`src/rtl/mss_defs.svh`:
```
// Constants of the motor starter slave: offsets, fields, resets, timing
`ifndef MSS_DEFS_SVH
`define MSS_DEFS_SVH

// ----------------------------------------
// Clock and timing
// ----------------------------------------
`define MSS_CLK_PERIOD_NS 8
`define MSS_WDG_TIMEOUT_US 1000
`define MSS_WDG_TIMEOUT_CYCLES ((`MSS_WDG_TIMEOUT_US * 1000) / `MSS_CLK_PERIOD_NS)

// ----------------------------------------
// Register byte offsets
// ----------------------------------------
`define MSS_OFS_CMD 4'h0
`define MSS_OFS_STATUS 4'h4
`define MSS_OFS_CONFIG 4'h8
`define MSS_OFS_PROFILE 4'hc

// ----------------------------------------
// Command fields
// ----------------------------------------
`define MSS_CMD_FWD 0
`define MSS_CMD_REV 1
`define MSS_CMD_BRAKE 2
`define MSS_CMD_RRESET 3
`define MSS_CMD_RESET 4'h0

// ----------------------------------------
// Status fields
// ----------------------------------------
`define MSS_ST_READY 0
`define MSS_ST_RUNNING 1
`define MSS_ST_SPARE1 2
`define MSS_ST_SPARE2 3
`define MSS_ST_MANUAL 8
`define MSS_ST_TRIP 9
`define MSS_ST_FAULT 10
`define MSS_ST_DIRCONF 11
`define MSS_ST_HWFAULT 12
`define MSS_ST_WDGEXP 13
`define MSS_ST_RTRIP 14

// ----------------------------------------
// Config fields
// ----------------------------------------
`define MSS_CFG_ELEC 0
`define MSS_CFG_BRAKE 1
`define MSS_CFG_WDGEN 2
`define MSS_CFG_RESET 3'h4

// ----------------------------------------
// Profile codes
// ----------------------------------------
`define MSS_IO_CODE 4'h7
`define MSS_ID_CONTACTOR 4'hd
`define MSS_ID_ELECTRONIC 4'he

// ----------------------------------------
// Avalon responses
// ----------------------------------------
`define MSS_RESP_OK 2'h0
`define MSS_RESP_SLVERR 2'h2

`endif

```
`src/rtl/mss_pkg.sv`:
```
// Types shared by the motor starter slave modules
package mss_pkg;

   typedef enum logic [1:0] {
      WDG_OFF,
      WDG_RUN,
      WDG_EXPIRED
   } mss_wdg_st_t;

   typedef enum logic {
      BUS_IDLE,
      BUS_ACK
   } mss_bus_st_t;

   typedef struct packed {
      mss_wdg_st_t st;
      logic [31:0] cnt;
   } mss_wdg_state_t;

   typedef struct packed {
      mss_bus_st_t bus;
      logic [31:0] rdata;
      logic [1:0] resp;
      logic [3:0] cmd;
      logic [2:0] cfg;
      logic hw_fault;
      logic etrip;
      logic rreset_prev;
      logic exp_prev;
      logic [3:0] pins;
      logic [3:0] din;
      logic [6:0] diag;
   } mss_state_t;

endpackage

```
`src/rtl/mss_wdg_if.sv`:
```
// Carrier between the slave core and its communication watchdog
`timescale 1ns/10ps
interface mss_wdg_if;
   logic enable;
   logic kick;
   logic expired;

   modport ctrl (
      output enable,
      output kick,
      input expired
   );

   modport wdg (
      input enable,
      input kick,
      output expired
   );
endinterface

```
`src/rtl/mss_watchdog.sv`:
```
// Communication watchdog: expires when the master stops writing commands
`timescale 1ns/10ps
module mss_watchdog
   import mss_pkg::*;
#(
   parameter int unsigned TIMEOUT_CYCLES = 125000
) (
   // Clock and reset
   input wire logic core_clk_i,
   input wire logic resetn_i,
   // Watchdog control
   mss_wdg_if.wdg wdg
);

   mss_wdg_state_t q;
   mss_wdg_state_t d;

   // ----------------------------------------
   // Next state
   // ----------------------------------------
   always_comb begin
      d = q;
      case (q.st)
         WDG_OFF: begin
            d.cnt = 32'h0;
            if (wdg.enable) begin
               d.st = WDG_RUN;
            end
         end
         WDG_RUN: begin
            if (!wdg.enable) begin
               d.st = WDG_OFF;
            end else if (wdg.kick) begin
               d.cnt = 32'h0;
            end else if (q.cnt == 32'(TIMEOUT_CYCLES - 1)) begin
               d.st = WDG_EXPIRED;
            end else begin
               d.cnt = q.cnt + 32'h1;
            end
         end
         WDG_EXPIRED: begin
            // Only a fresh command write from the master revives the link
            d.cnt = 32'h0;
            if (!wdg.enable) begin
               d.st = WDG_OFF;
            end else if (wdg.kick) begin
               d.st = WDG_RUN;
            end
         end
         default: begin
            d.st = WDG_OFF;
            d.cnt = 32'h0;
         end
      endcase
   end

   always_ff @(posedge core_clk_i) begin
      if (!resetn_i) begin
         q <= '{st: WDG_OFF, cnt: 32'h0};
      end else begin
         q <= d;
      end
   end

   assign wdg.expired = (q.st == WDG_EXPIRED);

endmodule

```
`src/rtl/mss_slave.sv`:
```
// Process-data core of a bus-connected motor starter slave
//
// Our own choices: the Avalon-MM register port and the register offsets.
`timescale 1ns/10ps
`include "mss_defs.svh"

// Functional notes
// - Ready bit is 1 when ready and automatic
// - Ready bit 0 on any error or trip except watchdog expiry
// - Manual mode clears ready, ignores bus run commands
// - Contactor variant: breaker trip clears ready
// - Coil, welded contact, driver faults clear ready
// - Both directions commanded is a fault
// - Electronic local trip: load off, not ready
// - Electronic remote trip: flag, master decides
// - Electronic fault detections clear ready bit
// - Hardware fault holds until fixed and reset
// - Map bits per profile 7D or 7E
// - Brake output only where brake fitted
// - Brake follows its bit, independent of motor
// - Remote reset clears electronic overload trip
// - Watchdog switches outputs off on bus loss
module mss_slave
   import mss_pkg::*;
#(
   parameter int unsigned WDG_TIMEOUT_CYCLES = `MSS_WDG_TIMEOUT_CYCLES
) (
   // Clock and reset
   input wire logic core_clk_i,
   input wire logic resetn_i,
   // Avalon-MM slave
   input wire logic [3:0] avs_address_i,
   input wire logic avs_read_i,
   input wire logic avs_write_i,
   input wire logic [3:0] avs_byteenable_i,
   input wire logic [31:0] avs_writedata_i,
   output logic [31:0] avs_readdata_o,
   output logic [1:0] avs_response_o,
   output logic avs_waitrequest_o,
   // Local mode and common sensors
   input wire logic manual_mode_i,
   input wire logic contactor_on_i,
   input wire logic load_current_i,
   input wire logic spare_sensor_one_i,
   input wire logic spare_sensor_two_i,
   // Contactor variant detections
   input wire logic breaker_tripped_i,
   input wire logic coil_defect_i,
   input wire logic contact_welded_i,
   input wire logic driver_defect_i,
   // Electronic variant detections
   input wire logic overload_trip_i,
   input wire logic trip_remote_sel_i,
   input wire logic no_current_i,
   input wire logic two_phase_loss_i,
   input wire logic connector_drawn_i,
   input wire logic supply_low_i,
   input wire logic imbalance_i,
   input wire logic main_circuit_fault_i,
   input wire logic hw_fault_i,
   // Actuator outputs
   output logic forward_run_cmd_o,
   output logic reverse_run_cmd_o,
   output logic brake_cmd_o,
   output logic remote_reset_cmd_o,
   // Process input image
   output logic ready_status_bit_o,
   output logic running_status_bit_o,
   output logic spare_info_one_bit_o,
   output logic spare_info_two_bit_o
);

   mss_state_t q;
   mss_state_t d;
   mss_wdg_if wdg_if ();

   logic elec;
   logic rr_edge;
   logic dir_conflict;
   logic fault_mech;
   logic fault_elec;
   logic local_shutoff;
   logic motor_en;
   logic wdg_exp;
   logic ready;
   logic running;
   logic [2:0] rd_sel;
   logic [2:0] wr_sel;
   logic [31:0] status_word;
   logic [31:0] profile_word;
   logic [31:0] rd_word;
   logic wr_take;

   // ----------------------------------------
   // Address decode
   // ----------------------------------------
   // Returns {valid, index}; misaligned addresses are unmapped
   function automatic logic [2:0] reg_sel(input logic [3:0] addr);
      logic [2:0] sel;
      sel = 3'h0;
      case (addr)
         `MSS_OFS_CMD: sel = 3'h4;
         `MSS_OFS_STATUS: sel = 3'h5;
         `MSS_OFS_CONFIG: sel = 3'h6;
         `MSS_OFS_PROFILE: sel = 3'h7;
         default: sel = 3'h0;
      endcase
      return sel;
   endfunction

   assign rd_sel = reg_sel(avs_address_i);
   assign wr_sel = reg_sel(avs_address_i);

   // ----------------------------------------
   // Watchdog
   // ----------------------------------------
   mss_watchdog #(
      .TIMEOUT_CYCLES(WDG_TIMEOUT_CYCLES)
   ) u_wdg (
      .core_clk_i(core_clk_i),
      .resetn_i(resetn_i),
      .wdg(wdg_if.wdg)
   );

   assign wr_take = (q.bus == BUS_ACK) && avs_write_i;
   assign wdg_if.enable = q.cfg[`MSS_CFG_WDGEN];
   // Only CMD writes kick: status polling alone does not prove the programme runs
   assign wdg_if.kick = wr_take && (wr_sel == 3'h4);
   assign wdg_exp = wdg_if.expired;

   // ----------------------------------------
   // Fault evaluation
   // ----------------------------------------
   assign elec = q.cfg[`MSS_CFG_ELEC];
   assign rr_edge = q.cmd[`MSS_CMD_RRESET] && !q.rreset_prev;
   assign dir_conflict = q.cmd[`MSS_CMD_FWD] && q.cmd[`MSS_CMD_REV];
   assign fault_mech = !elec && (breaker_tripped_i ||
                                 coil_defect_i ||
                                 contact_welded_i ||
                                 driver_defect_i);
   assign fault_elec = elec && (q.etrip ||
                                no_current_i ||
                                two_phase_loss_i ||
                                connector_drawn_i ||
                                supply_low_i ||
                                imbalance_i ||
                                main_circuit_fault_i ||
                                q.hw_fault);
   assign local_shutoff = elec && q.etrip && !trip_remote_sel_i;
   assign ready = !manual_mode_i &&
                  !fault_mech &&
                  !fault_elec &&
                  !dir_conflict;
   assign running = elec ? load_current_i : contactor_on_i;
   // Manual mode hands the motor to the local unit, so bus run commands are masked
   assign motor_en = !dir_conflict &&
                     !wdg_exp &&
                     !local_shutoff &&
                     !manual_mode_i;

   // ----------------------------------------
   // Register images
   // ----------------------------------------
   always_comb begin
      status_word = 32'h0;
      status_word[3:0] = q.din;
      status_word[`MSS_ST_MANUAL] = q.diag[0];
      status_word[`MSS_ST_TRIP] = q.diag[1];
      status_word[`MSS_ST_FAULT] = q.diag[2];
      status_word[`MSS_ST_DIRCONF] = q.diag[3];
      status_word[`MSS_ST_HWFAULT] = q.diag[4];
      status_word[`MSS_ST_WDGEXP] = q.diag[5];
      status_word[`MSS_ST_RTRIP] = q.diag[6];
   end

   always_comb begin
      profile_word = 32'h0;
      profile_word[3:0] = `MSS_IO_CODE;
      if (elec) begin
         profile_word[7:4] = `MSS_ID_ELECTRONIC;
      end else begin
         profile_word[7:4] = `MSS_ID_CONTACTOR;
      end
   end

   always_comb begin
      case (rd_sel)
         3'h4: rd_word = {28'h0, q.cmd};
         3'h5: rd_word = status_word;
         3'h6: rd_word = {29'h0, q.cfg};
         3'h7: rd_word = profile_word;
         default: rd_word = 32'h0;
      endcase
   end

   // ----------------------------------------
   // Next state
   // ----------------------------------------
   always_comb begin
      d = q;
      d.rreset_prev = q.cmd[`MSS_CMD_RRESET];
      d.exp_prev = wdg_exp;

      // Set wins over clear so a cause still present is never lost
      // hold until fixed and reset
      if (elec && hw_fault_i) begin
         d.hw_fault = 1'b1;
      end else if (rr_edge || !elec) begin
         d.hw_fault = 1'b0;
      end

      if (elec && overload_trip_i) begin
         d.etrip = 1'b1;
      end else if (rr_edge || !elec) begin
         d.etrip = 1'b0;
      end

      if (wdg_exp && !q.exp_prev) begin
         d.cmd = `MSS_CMD_RESET;
      end

      // Bus slave: take in idle, answer one cycle later
      case (q.bus)
         BUS_IDLE: begin
            if (avs_read_i || avs_write_i) begin
               d.bus = BUS_ACK;
               d.resp = rd_sel[2] ? `MSS_RESP_OK : `MSS_RESP_SLVERR;
               // Writes answer with zero data so no stale word is returned
               d.rdata = avs_read_i ? rd_word : 32'h0;
            end
         end
         BUS_ACK: begin
            d.bus = BUS_IDLE;
            // Write lands at the edge that ends the acknowledge cycle, one edge after the wait state ends
            if (wr_take && avs_byteenable_i[0]) begin
               if (wr_sel == 3'h4) begin
                  d.cmd = avs_writedata_i[3:0];
               end else if (wr_sel == 3'h6) begin
                  d.cfg = avs_writedata_i[2:0];
               end
            end
         end
         default: begin
            d.bus = BUS_IDLE;
         end
      endcase

      d.pins[`MSS_CMD_FWD] = q.cmd[`MSS_CMD_FWD] && motor_en;
      d.pins[`MSS_CMD_REV] = q.cmd[`MSS_CMD_REV] && motor_en;
      // Brake skips motor_en so a local trip cannot drop a held load
      // only with brake fitted
      d.pins[`MSS_CMD_BRAKE] = q.cmd[`MSS_CMD_BRAKE] &&
                               q.cfg[`MSS_CFG_BRAKE] &&
                               !wdg_exp;
      d.pins[`MSS_CMD_RRESET] = q.cmd[`MSS_CMD_RRESET] &&
                                elec &&
                                !wdg_exp;

      d.din[`MSS_ST_READY] = ready;
      d.din[`MSS_ST_RUNNING] = running;
      d.din[`MSS_ST_SPARE1] = spare_sensor_one_i;
      d.din[`MSS_ST_SPARE2] = spare_sensor_two_i;

      d.diag[0] = manual_mode_i;
      d.diag[1] = elec ? q.etrip : breaker_tripped_i;
      d.diag[2] = fault_mech || fault_elec;
      d.diag[3] = dir_conflict;
      d.diag[4] = q.hw_fault;
      d.diag[5] = wdg_exp;
      d.diag[6] = q.etrip && trip_remote_sel_i;
   end

   // ----------------------------------------
   // State register
   // ----------------------------------------
   always_ff @(posedge core_clk_i) begin
      if (!resetn_i) begin
         q <= '{bus: BUS_IDLE,
                rdata: 32'h0,
                resp: `MSS_RESP_OK,
                cmd: `MSS_CMD_RESET,
                cfg: `MSS_CFG_RESET,
                hw_fault: 1'b0,
                etrip: 1'b0,
                rreset_prev: 1'b0,
                exp_prev: 1'b0,
                pins: 4'h0,
                din: 4'h0,
                diag: 7'h0};
      end else begin
         q <= d;
      end
   end

   // ----------------------------------------
   // Outputs
   // ----------------------------------------
   assign avs_waitrequest_o = (avs_read_i || avs_write_i) && (q.bus != BUS_ACK);
   assign avs_readdata_o = q.rdata;
   assign avs_response_o = q.resp;

   logic [3:0] pin_vec;
   logic [3:0] din_vec;

   generate
      for (genvar i = 0; i < 4; i++) begin : g_bits
         assign pin_vec[i] = q.pins[i];
         assign din_vec[i] = q.din[i];
      end
   endgenerate

   assign forward_run_cmd_o = pin_vec[`MSS_CMD_FWD];
   assign reverse_run_cmd_o = pin_vec[`MSS_CMD_REV];
   assign brake_cmd_o = pin_vec[`MSS_CMD_BRAKE];
   assign remote_reset_cmd_o = pin_vec[`MSS_CMD_RRESET];
   assign ready_status_bit_o = din_vec[`MSS_ST_READY];
   assign running_status_bit_o = din_vec[`MSS_ST_RUNNING];
   assign spare_info_one_bit_o = din_vec[`MSS_ST_SPARE1];
   assign spare_info_two_bit_o = din_vec[`MSS_ST_SPARE2];

endmodule

```
`config.mk`:
```
export PLATFORM = sky130hd
export DESIGN_NAME = mss_slave
export DESIGN_NICKNAME = d
export VERILOG_FILES = /design/src/rtl/mss_pkg.sv /design/src/rtl/mss_wdg_if.sv /design/src/rtl/mss_watchdog.sv /design/src/rtl/mss_slave.sv
export VERILOG_INCLUDE_DIRS = /design/src /design/src/rtl
export SDC_FILE = /design/constraint.sdc
export NUM_CORES = 1
export LEC_CHECK = 0
export ABC_CLOCK_PERIOD_IN_PS = 3900
export BUFFER_PORTS_ARGS = -buffer_cell sky130_fd_sc_hd__buf_2
export CAP_MARGIN = 20
export CORE_UTILIZATION = 49
export DETAILED_ROUTE_END_ITERATION = 8
export PLACE_DENSITY = 0.76
export SLEW_MARGIN = 20
export SYNTH_ARGS = -nofsm -noshare
export SYNTH_HDL_FRONTEND = slang
export SYNTH_HIERARCHICAL = 1
export SYNTH_SLANG_ARGS = --single-unit
```
`constraint.sdc`:
```
create_clock -name core_clk_i -period 3.9 [get_ports core_clk_i]
set_input_delay 0.78 -clock core_clk_i [delete_from_list [all_inputs] [get_ports core_clk_i]]
set_output_delay 0.78 -clock core_clk_i [all_outputs]
set_load 0.05 [all_outputs]
```
==> reports/metrics.csv <==
metric,value,unit
layout_min_cycle_time,3167,ps
ant_nets,0,
hp-start,avs_readdata_o[5]$_SDFFE_PN0P_,
drv_slew,0,
cp_slowest_cell,or3_2,
cp.required,4140,ps
cts-root-buf,clkbuf_8,
p_per_area,387.9,nW/µm²
crit_fanout,8,
cts-htree-levels,3,
core,7253,µm²
yosys.area_share.simple,25.00,%
synth_top_family_by_area,simple AND/OR/NAND/NOR gates,
yosys_most_used_dff,dfxtp_1,
rsz0062_at_grt,no,
wl_per_cell,13.84,µm
min_period_over_period,81.20,%
grt_antenna_before_repair,0,
overflow,0,
power_leakage,0.001520,µW
crit_path_start_kind,input pin,
synth_area_leaders,"dfxtp_1 (41%), buf_4 (7.0%), xnor2_1 (5.7%), nor2_1 (4.4%), nand4_1 (3.9%)",
grt_first_pass_wirelength,12850,µm
area_growth,10.86,%
setup_violations,0,
fin_cells,558,
syn-cell-area,3664,µm²
relSlewSlack,44.78,%
cts_buffer_depth,2,
max_freq,0.3158,GHz
critPathKind,input pin to flop,
tightest_slew,822.0,ps
run_status,completed,
yosysWarningCount,6,
syn_inst,417,
dp.cells,542,
synth.top_cell.area_share,40.98,%
holdPathStages,2,
r2r-end,u_wdg/q[19]$_SDFFE_PN0P_,
critical-path-max-stage-delay,540,ps
holdWs,453.9,ps
yosysSeqAreaShare,40.98,%
tns,0,ps
synth_compound_area_share,13.22,%
min_path_type,flop to flop,
post-route-drc-count,0,
nets,517,
drive_gt1_share,20.04,%
dr.pass1.iters,5,
synth_seq_cells,75,
ir_drop,0.1870,mV
dp_hpwl,5451,µm
cts_setup_buffers,0,
grt_pass1_vias,2847,
antennaDiodeCount,0,
synth_top_area_cell,dfxtp_1,
rows,31,
synth_cell_types,57,
die_w,88.47,µm
clock_skew,12.82,ps
syn_area_per_cell,8.785,µm²
min_to,avs_readdata_o[5]$_SDFFE_PN0P_,
cts_tree,built,
rrSetupSlack,990,ps
clk_pin_slew,80,ps
cts_made_buffers,9,
gp_congestion,0.8525,
holdBufCountCts,0,
vias,3014,
via_per_inst,5.401,
cp-end-kind,flop,
arrival,3400,ps
finalPower,1576,µW
synth-xor-area-share,5.977,%
synth_edf_count,0,
boundaryPins,105,
die_area,7826,µm²
drtIter0Drc,226,
reg2regPathDepth,8,
hold_viol_final,0,
clock_latency,350,ps
async_reset_ff_share,0,%
cts.sinks,75,
synthAdderAreaFrac,0.3415,%
start_util,50.51,%
crit_path_cell_trace,buf_2 > or3_2 > nor3_1 > nor4b_1 > nand4_1 > o2111ai_1 > buf_4 > a211oi_1 > xnor2_1 > nor2_1,
routed_wl,7720,µm
cts_resized,0,
cap_violations,0,
grtUsageTotal,21.29,%
die_h,88.47,µm
grt_max_degree,46,
port_buffers,55,
synthMuxAreaShare,3.996,%
r2r_start,u_wdg/q[0]$_SDFFE_PN0P_,
power breakdown:
group | switching (µW) | leakage (µW) | internal [µW]
logic | 102 | 0.000807 | 32.9
registers | 5.59 | 0.000607 | 773
clock network | 298 | 0.000106 | 364
total | 406 | 0.00152 | 1170
synthesized netlist by cell type (7+ instances only):
cell	number
nand2b_1	7
inv_1	11
xnor2_1	24
nand2_1	32
and2_1	9
nand3_1	9
buf_4	34
clkbuf_1	12
nor2_1	43
a21oi_1	23
nand4_1	23
dfxtp_1	75
mux2i_1	12
a21boi_0	9
cell usage in the layout, fill, tap and decap left out, types with 11 or more instances in the layout:
cell	instances
nor2_1	43
mux2i_1	12
xnor2_1	24
nand4_1	23
nand2_1	32
buf_2	55
inv_1	11
a21oi_1	23
dfxtp_1	75
conb_1	18
layer usage:
metal / vias to the layer above / GRT usage (%) / part of all wire [%]
met5: - / 0 / 0
met4: 0 / 10.12 / 1.8
met3: 13 / 4.664 / 5.9
met2: 108 / 34.76 / 47
met1: 1408 / 26.75 / 45
li1: 1485 / - / -
cells by family after synthesis:
| logic type | Yosys count |
|---|---|
| adders and majority gates | 1 |
| other | 1 |
| AOI/OAI and AO/OA | 68 |
| and+or+nand+nor | 169 |
| xor gates and xnor gates | 25 |
| buffers and inverters | 64 |
| muxes | 14 |
| DFF | 75 |
stage by stage:
stage	worst slack [ps]	area, µm²	util (%)
floorplan	770.4	3727	-
global placement	501.7	3836	52.89
detailed placement	426.0	3836	52.89
CTS	778.5	4061	55.99
global route	549.4	4061	55.99
finish	733.2	4061	55.99
worst max-delay path by stage:
stage | startpoint | endpoint | slack (ps) | cells after the start
floorplan | avs_address_i[3] | u_wdg/q[30]$_SDFFE_PN0P_ | 770 | 8
global placement | avs_address_i[3] | u_wdg/q[15]$_SDFFE_PN0P_ | 500 | 10
detailed placement | avs_address_i[3] | u_wdg/q[19]$_SDFFE_PN0P_ | 430 | 10
CTS | avs_address_i[3] | u_wdg/q[19]$_SDFFE_PN0P_ | 780 | 10
global route | avs_address_i[3] | u_wdg/q[27]$_SDFFE_PN0P_ | 550 | 10
finish | avs_address_i[3] | u_wdg/q[19]$_SDFFE_PN0P_ | 730 | 10
flip-flops by register name, summed over array words and instances (netlist names):
signal,flops
din_vec,4
pin_vec,4
elec,1
d,2
avs_readdata_o,14
avs_response_o,1
u_wdg/q,34
q,15
final cells by class:
cell class	count	area, µm²
flip-flops and latches	75	1501
well taps	99	123.9
multi-input cells	295	1846
inverters	12	45.04
repair buffers	61	320.3
clock inverters	7	101.3
fillers	657	3192
clock buffers	9	123.9
critical path: cells and delay by family:
family,cells,cell delay [ps]
XOR/XNOR,1,170
AND/OR/NAND/NOR,5,1220
AO/OA/AOI/OAI,2,770
buffers and inverters,2,460
(Power assumes the default switching activity.)
